<file path="src/rtl/pmcs_defines.vh">
// constants for the power mode and clock switch block
`ifndef PMCS_DEFINES_VH
`define PMCS_DEFINES_VH

// clock select codes
`define PMCS_SEL_W          3
`define PMCS_SEL_RESERVED   3'h0
`define PMCS_SEL_SLOW       3'h7
`define PMCS_SEL_RESET      3'h2

// low power states
`define PMCS_LP_W           3
`define PMCS_LP_RUN         3'h0
`define PMCS_LP_SLEEP       3'h1
`define PMCS_LP_IDLE_STATE_ZERO       3'h2
`define PMCS_LP_IDLE_STATE_ONE       3'h3
`define PMCS_LP_IDLE_STATE_TWO       3'h4

// oscillator start-up times in nanoseconds, clock period in ns
`define PMCS_CLK_PERIOD_NS  5
`define PMCS_FAST_START_NS  1000
`define PMCS_SLOW_START_NS  2000
`define PMCS_FAST_START_CYC \
  ((`PMCS_FAST_START_NS + `PMCS_CLK_PERIOD_NS - 1) / `PMCS_CLK_PERIOD_NS)
`define PMCS_SLOW_START_CYC \
  ((`PMCS_SLOW_START_NS + `PMCS_CLK_PERIOD_NS - 1) / `PMCS_CLK_PERIOD_NS)

// oscillator enable reset value
`define PMCS_FAST_EN_RESET  1'b1

`endif

</file>
<file path="src/rtl/pmcs_osc_ready.v">
// oscillator start-up timer giving a stable flag
`timescale 1ns/10ps
`default_nettype none

module pmcs_osc_ready
#(
  parameter integer START_CYC = 200,
  parameter integer CNT_W     = 12
)
(
  // clock and reset
  input  wire             clk_sys_in,
  input  wire             sys_rst_in,
  // oscillator run request and stable flag
  input  wire             run_in,
  output reg              stable_out
);

  reg [CNT_W-1:0] count;

  // restart the count each time the oscillator is stopped
  always @(posedge clk_sys_in or posedge sys_rst_in)
  begin
    if (sys_rst_in)
    begin
      count      <= {CNT_W{1'b0}};
      stable_out <= 1'b0;
    end
    else if (!run_in)
    begin
      count      <= {CNT_W{1'b0}};
      stable_out <= 1'b0;
    end
    else if (!stable_out)
    begin
      if (count == START_CYC[CNT_W-1:0] - 1'b1)
        stable_out <= 1'b1;
      count <= count + 1'b1;
    end
  end

endmodule // pmcs_osc_ready

`default_nettype wire

</file>
<file path="src/rtl/pmcs_top.v">
// power mode controller with system clock select and wake-up logic
`timescale 1ns/10ps
`default_nettype none
`include "pmcs_defines.vh"

// Notes on behaviour
// - fast/slow only by clock select; low power only by halt.
// - select code 111 runs the system clock from the slow sub clock.
// - switch to slow clock completes only once slow oscillator stable.
// - codes 001 to 110 divide fast clock by 2 up to 64.
// - fast restart after slow mode is shown by the stable flag.
// - enabling fast oscillator clears stable flag until it stabilises.
// - halt with both keeps low enters sleep; only watchdog runs.
// - halt with fast 0, slow 1 enters idle zero; sub clock runs.
// - halt with both keeps high enters idle one; both clocks run.
// - halt with fast 1, slow 0 enters idle two; fast runs only.
// - low power stops program at halt and keeps all state.
// - entering low power sets power-down flag, clears timeout flag.
// - entering low power clears watchdog counter, which keeps counting.
// - wake on enabled port A falling edge, interrupt, or watchdog.
// - power-down flag clears only on power-up or watchdog clear.
// - watchdog wake sets timeout, resets only program counter, stack.
// - port wake resumes at the instruction after the halt.
// - disabled or stack-full interrupt wake resumes after halt, pending.
// - enabled interrupt with stack room wakes into interrupt response.
// - interrupt already pending before halt cannot wake the device.
module pmcs_top
#(
  parameter integer PORT_W     = 8,
  parameter integer IRQ_W      = 8,
  parameter integer FAST_START = `PMCS_FAST_START_CYC,
  parameter integer SLOW_START = `PMCS_SLOW_START_CYC
)
(
  // clock and reset
  input  wire                   clk_sys_in,
  input  wire                   sys_rst_in,
  // clock configuration from the core
  input  wire [`PMCS_SEL_W-1:0] sys_clk_select_in,
  input  wire                   sys_clk_select_wr_in,
  input  wire                   fast_osc_idle_keep_in,
  input  wire                   slow_osc_idle_keep_in,
  input  wire                   fast_osc_enable_in,
  // core events
  input  wire                   halt_exec_in,
  input  wire                   clr_wdt_exec_in,
  input  wire                   irq_stack_full_in,
  // wake sources
  input  wire [PORT_W-1:0]      porta_pins_in,
  input  wire [PORT_W-1:0]      porta_wake_enable_in,
  input  wire [IRQ_W-1:0]       irq_req_in,
  input  wire [IRQ_W-1:0]       irq_enable_in,
  input  wire                   watchdog_overflow_in,
  // clock outputs
  output reg                    fast_osc_run_out,
  output reg                    slow_osc_run_out,
  output reg                    sub_clk_run_out,
  output reg  [`PMCS_SEL_W-1:0] sys_clk_select_out,
  output reg                    sys_clk_en_out,
  output wire                   fast_osc_stable_flag_out,
  output wire                   slow_osc_stable_out,
  // core control
  output reg                    cpu_run_out,
  output reg  [`PMCS_LP_W-1:0]  lp_state_out,
  output reg                    power_down_flag_out,
  output reg                    watchdog_timeout_flag_out,
  output reg                    watchdog_clear_out,
  output reg                    pc_sp_reset_out,
  output reg                    irq_service_out,
  output reg                    resume_next_out
);

  // divider of the fast oscillator set by the select code, one enable pulse per period
  function [6:0] pmcs_div_mask;
    input [`PMCS_SEL_W-1:0] sel;
    begin
      case (sel)
        3'h1:    pmcs_div_mask = 7'h01;
        3'h2:    pmcs_div_mask = 7'h03;
        3'h3:    pmcs_div_mask = 7'h07;
        3'h4:    pmcs_div_mask = 7'h0f;
        3'h5:    pmcs_div_mask = 7'h1f;
        3'h6:    pmcs_div_mask = 7'h3f;
        default: pmcs_div_mask = 7'h3f;
      endcase
    end
  endfunction

  // pick the idle state from the two keep bits
  function [`PMCS_LP_W-1:0] pmcs_lp_pick;
    input fast_keep;
    input slow_keep;
    begin
      case ({fast_keep, slow_keep})
        2'b00:   pmcs_lp_pick = `PMCS_LP_SLEEP;
        2'b01:   pmcs_lp_pick = `PMCS_LP_IDLE_STATE_ZERO;
        2'b11:   pmcs_lp_pick = `PMCS_LP_IDLE_STATE_ONE;
        2'b10:   pmcs_lp_pick = `PMCS_LP_IDLE_STATE_TWO;
        default: pmcs_lp_pick = `PMCS_LP_SLEEP;
      endcase
    end
  endfunction

  // controller states
  localparam [1:0] ST_RUN  = 2'h0;
  localparam [1:0] ST_LOW  = 2'h1;
  localparam [1:0] ST_WAKE = 2'h2;

  reg  [1:0]             state;
  reg  [`PMCS_SEL_W-1:0] pend_sel;
  reg  [PORT_W-1:0]      port_prev;
  reg  [IRQ_W-1:0]       irq_masked;
  reg  [6:0]             div_cnt;
  reg  [1:0]             wake_kind;
  wire                   fast_stable;
  wire                   slow_stable;
  wire                   sel_is_slow;
  wire                   port_wake;
  wire [IRQ_W-1:0]       irq_new;
  wire                   irq_wake;
  wire                   any_wake;
  wire                   sel_ready;

  localparam [1:0] WK_PORT = 2'h0;
  localparam [1:0] WK_IRQ  = 2'h1;
  localparam [1:0] WK_WDT  = 2'h2;

  // slow oscillator always runs for the watchdog; timer models its start
  pmcs_osc_ready #(.START_CYC(SLOW_START), .CNT_W(16)) u_slow_ready
  (
    .clk_sys_in (clk_sys_in),
    .sys_rst_in (sys_rst_in),
    .run_in     (slow_osc_run_out),
    .stable_out (slow_stable)
  );

  // fast flag drops on every stop so a restart reads unstable first
  pmcs_osc_ready #(.START_CYC(FAST_START), .CNT_W(16)) u_fast_ready
  (
    .clk_sys_in (clk_sys_in),
    .sys_rst_in (sys_rst_in),
    .run_in     (fast_osc_run_out),
    .stable_out (fast_stable)
  );

  assign fast_osc_stable_flag_out = fast_stable;
  assign slow_osc_stable_out      = slow_stable;
  assign sel_is_slow = (sys_clk_select_out == `PMCS_SEL_SLOW);
  assign sel_ready   = sel_is_slow ? slow_stable : fast_stable;

  // port falling edge on an enabled pin
  assign port_wake = |(port_prev & ~porta_pins_in & porta_wake_enable_in);
  // requests pending at halt are masked off from waking
  assign irq_new  = irq_req_in & ~irq_masked;
  assign irq_wake = |irq_new;
  assign any_wake = port_wake | irq_wake | watchdog_overflow_in;

  // port history for edge detection
  always @(posedge clk_sys_in or posedge sys_rst_in)
  begin
    if (sys_rst_in)
      port_prev <= {PORT_W{1'b0}};
    else
      port_prev <= porta_pins_in;
  end

  // clock select register; pending slow switch waits for stability
  always @(posedge clk_sys_in or posedge sys_rst_in)
  begin
    if (sys_rst_in)
    begin
      sys_clk_select_out <= `PMCS_SEL_RESET;
      pend_sel           <= `PMCS_SEL_RESET;
    end
    else
    begin
      // the reserved code is ignored rather than trusted
      if (sys_clk_select_wr_in &&
          sys_clk_select_in != `PMCS_SEL_RESERVED)
        pend_sel <= sys_clk_select_in;
      if (pend_sel == `PMCS_SEL_SLOW)
      begin
        if (slow_stable)
          sys_clk_select_out <= pend_sel;
      end
      else
        sys_clk_select_out <= pend_sel;
    end
  end

  // system clock enable from the divider, held while cpu is off
  always @(posedge clk_sys_in or posedge sys_rst_in)
  begin
    if (sys_rst_in)
    begin
      div_cnt        <= 7'h00;
      sys_clk_en_out <= 1'b0;
    end
    else if (!cpu_run_out)
    begin
      div_cnt        <= 7'h00;
      sys_clk_en_out <= 1'b0;
    end
    else if (sel_is_slow)
    begin
      // slow mode: the sub clock itself paces the core outside this block
      div_cnt        <= 7'h00;
      sys_clk_en_out <= 1'b1;
    end
    else if (div_cnt >= pmcs_div_mask(sys_clk_select_out))
    begin
      div_cnt        <= 7'h00;
      sys_clk_en_out <= fast_stable;
    end
    else
    begin
      div_cnt        <= div_cnt + 7'h01;
      sys_clk_en_out <= 1'b0;
    end
  end

  // oscillator run requests from mode and keep bits
  always @*
  begin
    slow_osc_run_out = 1'b1;
    fast_osc_run_out = fast_osc_enable_in | ~sel_is_slow;
    sub_clk_run_out  = 1'b1;
    if (state == ST_LOW)
    begin
      case (lp_state_out)
        `PMCS_LP_SLEEP:
        begin
          fast_osc_run_out = 1'b0;
          sub_clk_run_out  = 1'b0;
        end
        `PMCS_LP_IDLE_STATE_ZERO:
          fast_osc_run_out = 1'b0;
        `PMCS_LP_IDLE_STATE_ONE:
          fast_osc_run_out = 1'b1;
        `PMCS_LP_IDLE_STATE_TWO:
        begin
          fast_osc_run_out = 1'b1;
          sub_clk_run_out  = 1'b0;
        end
        default:
          fast_osc_run_out = 1'b0;
      endcase
    end
  end

  // halt, low power and wake sequencing
  always @(posedge clk_sys_in or posedge sys_rst_in)
  begin
    if (sys_rst_in)
    begin
      state                     <= ST_RUN;
      lp_state_out              <= `PMCS_LP_RUN;
      cpu_run_out               <= 1'b1;
      irq_masked                <= {IRQ_W{1'b0}};
      wake_kind                 <= WK_PORT;
      power_down_flag_out       <= 1'b0;
      watchdog_timeout_flag_out <= 1'b0;
      watchdog_clear_out        <= 1'b0;
      pc_sp_reset_out           <= 1'b0;
      irq_service_out           <= 1'b0;
      resume_next_out           <= 1'b0;
    end
    else
    begin
      watchdog_clear_out <= 1'b0;
      pc_sp_reset_out    <= 1'b0;
      irq_service_out    <= 1'b0;
      resume_next_out    <= 1'b0;
      if (clr_wdt_exec_in && !(state == ST_RUN && halt_exec_in))
        power_down_flag_out <= 1'b0;
      case (state)
        ST_RUN:
          if (halt_exec_in)
          begin
            state        <= ST_LOW;
            lp_state_out <= pmcs_lp_pick(fast_osc_idle_keep_in,
                                         slow_osc_idle_keep_in);
            cpu_run_out  <= 1'b0;
            irq_masked   <= irq_req_in;
            power_down_flag_out       <= 1'b1;
            watchdog_timeout_flag_out <= 1'b0;
            watchdog_clear_out        <= 1'b1;
          end
        ST_LOW:
          if (any_wake)
          begin
            state        <= ST_WAKE;
            lp_state_out <= `PMCS_LP_RUN;
            // watchdog wins so its pc reset is never lost
            if (watchdog_overflow_in)
            begin
              wake_kind                 <= WK_WDT;
              watchdog_timeout_flag_out <= 1'b1;
            end
            else if (irq_wake)
              wake_kind <= WK_IRQ;
            else
              wake_kind <= WK_PORT;
          end
        ST_WAKE:
          if (sel_ready)
          begin
            state       <= ST_RUN;
            cpu_run_out <= 1'b1;
            irq_masked  <= {IRQ_W{1'b0}};
            case (wake_kind)
              WK_WDT:
                pc_sp_reset_out <= 1'b1;
              WK_IRQ:
                if ((|(irq_new & irq_enable_in)) && !irq_stack_full_in)
                  irq_service_out <= 1'b1;
                else
                  resume_next_out <= 1'b1;
              default:
                resume_next_out <= 1'b1;
            endcase
          end
        default:
          state <= ST_RUN;
      endcase
    end
  end

endmodule // pmcs_top

`default_nettype wire

</file>
<file path="config.mk">
export PLATFORM = sky130hd
export DESIGN_NAME = pmcs_top
export DESIGN_NICKNAME = d
export VERILOG_FILES = /design/src/rtl/pmcs_osc_ready.v /design/src/rtl/pmcs_top.v
export VERILOG_INCLUDE_DIRS = /design/src /design/src/rtl
export SDC_FILE = /design/constraint.sdc
export NUM_CORES = 1
export LEC_CHECK = 0
export ABC_AREA = 1
export BUFFER_PORTS_ARGS = -buffer_cell sky130_fd_sc_hd__buf_4
export CORE_MARGIN = 4
export CORE_UTILIZATION = 56
export CTS_CLUSTER_DIAMETER = 100
export DETAILED_ROUTE_END_ITERATION = 12
export HOLD_SLACK_MARGIN = 0.1
export PLACE_DENSITY = 0.79
export SETUP_SLACK_MARGIN = 0.02
export SYNTH_ARGS = -nofsm -noshare
export SYNTH_HDL_FRONTEND = slang
export SYNTH_SLANG_ARGS = --single-unit
export TNS_END_PERCENT = 30
</file>
<file path="constraint.sdc">
create_clock -name clk_sys_in -period 3 [get_ports clk_sys_in]
set_input_delay 0.15 -clock clk_sys_in [delete_from_list [all_inputs] [get_ports clk_sys_in]]
set_output_delay 0.15 -clock clk_sys_in [all_outputs]
set_load 0.05 [all_outputs]
</file>
==> impl_metrics.py <==
metrics = {
    "setup_path": {
        "slowest_delay_ps": 570,
        "endpoint_kind": "register",
        "worst-path-buf-inv": 2,
        "cp_data_required_time_ps": 3270,
        "critical_path_class": "reg -> reg",
        "crit_family": "simple AND/OR/NAND/NOR gates",
        "critical_path_peak_fanout": 7,
        "startpoint_type": "register",
        "critPathLaunch": "sys_clk_select_out[1]$_DFFE_PP1P_",
        "reg2reg_from": "sys_clk_select_out[1]$_DFFE_PP1P_",
        "crit_slowest_cell": "dfstp_2",
        "arrival_ps": 2690,
        "worstPathCellList": "inv_1 -> ha_1 -> a21oi_1 -> o31ai_1 -> inv_1 -> ha_1 -> a21oi_1 -> nand2_1 -> nand4_1 -> and3_1 -> nand2_1 -> nor2_1",
    },
    "synth": {
        "synth_nets": 518,
        "yosys_most_used_dff": "dfrtp_1",
        "synth-seq-cells": 78,
        "async_flop_share": 1.00,
        "yosys-top-cells-count": "nand2_1 (104), dfrtp_1 (75), inv_1 (56), nor2_1 (50), nand3_1 (37)",
        "ys_top_cells_by_area": "dfrtp_1 (48%), nand2_1 (10%), inv_1 (5.4%)",
        "synth_top_area_share": 0.483,
        "syn_area_sq_um": 3890,
        "yosysSeqAreaShare": 0.503,
        "yosysMostFrequentCell": "nand2_1",
        "yosysUniqueCellTypes": 38,
        "synth_top_cell_by_area": "dfrtp_1",
        "synth_edf_count": 0,
        "syn_inst": 461,
        "postSynthAreaPerCell_sq_um": 8.43,
        "synth_warnings": 0,
    },
    "sta": {
        "skew_ps": 6.87,
        "finalCriticalPeriod_ps": 2420,
        "timing.fmax_mhz": 414,
        "finalMaxSlewViolations": 0,
        "relSlewSlack": 0.501,
        "final-setup-viol-count": 0,
        "fin_crit_sh": 0.805,
        "hold_viol": 0,
        "rsz0062_at_grt": "false",
        "tns_ps": 0,
        "worstMarginPinSlew_ps": 748,
    },
    "route": {
        "vias": 3387,
        "drtIter0Drc": 189,
        "drt_wl_total_microns": 8630,
        "vias_per_cell": 5.28,
        "first_pass_iters": 4,
        "antenna_left": 0,
        "drc": 0,
        "wl_per_cell_microns": 13.4,
    },
    "global_routing": {
        "grt_antenna_before_repair": 0,
        "grtUsageTotal": 0.226,
        "grt_pass1_wl_microns": 15200,
        "grt_pass1_vias": 3401,
        "grt_max_degree": 37,
        "grt.overflow.total": 0,
    },
    "die": {
        "design.die.area_sq_um": 8340,
        "die_width_microns": 91.3,
        "core_area_sq_um": 6760,
        "dieHeight_microns": 91.3,
        "ios": 64,
        "start_util": 0.575,
        "num_rows": 30,
    },
    "finish": {
        "drive_above_1_share": 0.180,
        "multi_input_area_sq_um": 1680,
        "final_cell_count_no_fill": 642,
        "syn_to_final_growth_pct": 25.2,
        "fillCellCount": 516,
        "diodes": 0,
        "final_core_util": 0.720,
        "nNetsFinal": 614,
        "regArea_sq_um": 1960,
    },
    "power_and_ir_drop": {
        "p_leak_nw": 2.46,
        "ir_drop_mv": 0.365,
        "power_density_nw_per_um2": 608,
        "total_power_mw": 2.96,
    },
    "cts": {
        "path_clk_slew_ps": 70,
        "clkLatencyLatePin_ps": 350,
        "clock-sinks": 78,
        "cts_tree": "yes",
        "numCtsBuffers": 9,
        "clk_path_buf_depth": 2,
        "root_buffer": "clkbuf_8",
        "htreeDepth": 3,
    },
    "placement": {
        "placedCellCount": 602,
        "port_buffers": 62,
        "place_congestion": 0.844,
        "dp_hpwl_microns": 6100,
    },
    "status": {
        "status": "completed",
    },
    "min_path": {
        "hp-start": "slow_osc_idle_keep_in",
        "min_path_type": "in -> reg",
    },
    "run": {
        "cap_violations": 0,
    },
}
stage by stage:
step	cell area (sq um)	hold WS [ps]	setup slack (ps)
global placement	4440	265	740
detailed placement	4440	267	588
floorplan	3890	181	630
global route	4860	173	371
CTS	4860	128	594
finish	4860	142	584
worst paths after layout:
| path | endpoint | slack [ps] | cells past startpoint |
|---|---|---|---|
| min | lp_state_out[0]$_DFFE_PP0P_ | 140 | 4 |
| max in group asynchronous | cpu_run_out$_DFFE_PP1P_ | 1690 | 4 |
| min reg2reg | sys_clk_select_out[1]$_DFFE_PP1P_ | 490 | 1 |
| min in group asynchronous | u_slow_ready.count[5]$_DFFE_PP0N_ | 490 | 3 |
| max | div_cnt[2]$_DFF_PP0_ | 580 | 12 |
| max reg2reg | div_cnt[2]$_DFF_PP0_ | 580 | 12 |
worst register-to-register path: stages (launching register included):
cell	delay [ps]
dfstp_2	570
inv_1	90
ha_1	350
a21oi_1	210
o31ai_1	100
inv_1	60
ha_1	230
a21oi_1	150
nand2_1	80
nand4_1	60
and3_1	170
nand2_1	150
nor2_1	140
area by class of cell:
type | count | share of cell area
well taps | 80 | 0.0206
clock inverters | 1 | 0.00103
repair buffers | 88 | 0.148
flip-flops and latches | 78 | 0.402
inverters | 60 | 0.0473
multi-input cells | 320 | 0.345
clock buffers | 15 | 0.0363
what timing repair did:
item | in CTS | in global routing
resized for setup | 0 | 0
hold buffers | 24 | 0
endpoints found under the hold margin | 55 | 0
setup buffers | 0 | 0
sequential cells by signal, indices dropped and copies added, names as in the netlist:
signal                     count
u_fast_ready.count            16
u_slow_ready.count            16
irq_masked                     8
port_prev                      8
div_cnt                        7
lp_state_out                   3
pend_sel                       3
sys_clk_select_out             3
state                          2
wake_kind                      2
cpu_run_out                    1
irq_service_out                1
pc_sp_reset_out                1
power_down_flag_out            1
resume_next_out                1
sys_clk_en_out                 1
u_fast_ready.stable_out        1
u_slow_ready.stable_out        1
watchdog_clear_out             1
watchdog_timeout_flag_out      1
cell usage in the layout (no fill, tap or decap), types with 12 or more instances in the layout:
cell / netlist / final
dlygate4sd3_1: 0 / 24
xor2_1: 13 / 13
dfrtp_1: 75 / 75
ha_1: 12 / 12
o21ai_0: 24 / 24
clkbuf_8: 0 / 12
nand3_1: 37 / 37
buf_4: 1 / 64
nor3_1: 15 / 15
nor2_1: 50 / 50
nand2_1: 104 / 104
inv_1: 56 / 55
a21oi_1: 16 / 16
per-layer routing:
metal / part of all wire / vias to the layer above / wire [microns] / GRT usage
met5: 0 / - / 0 / 0
met4: 0.017 / 0 / 143 / 0.101
met3: 0.044 / 13 / 377 / 0.0389
met2: 0.51 / 73 / 4410 / 0.387
met1: 0.43 / 1615 / 3700 / 0.279
li1: - / 1686 / - / -
cells by family (layout without fill, tap and decap cells):
group           Yosys count  count (layout)  synth area share
flops                    78              78             0.503
other cells               1               1          0.000965
compound gates           48              48            0.0670
fa+ha+maj                12              12            0.0386
simple gates            241             241             0.284
xor+xnor                 18              18            0.0406
buf+inv                  63             164            0.0654
power by group:
part,internal (mW),switching (mW)
Sequential,1.22,0.120
Clock,0.369,0.351
Combinational,0.305,0.597
Power figures use the tool's default switching activity.
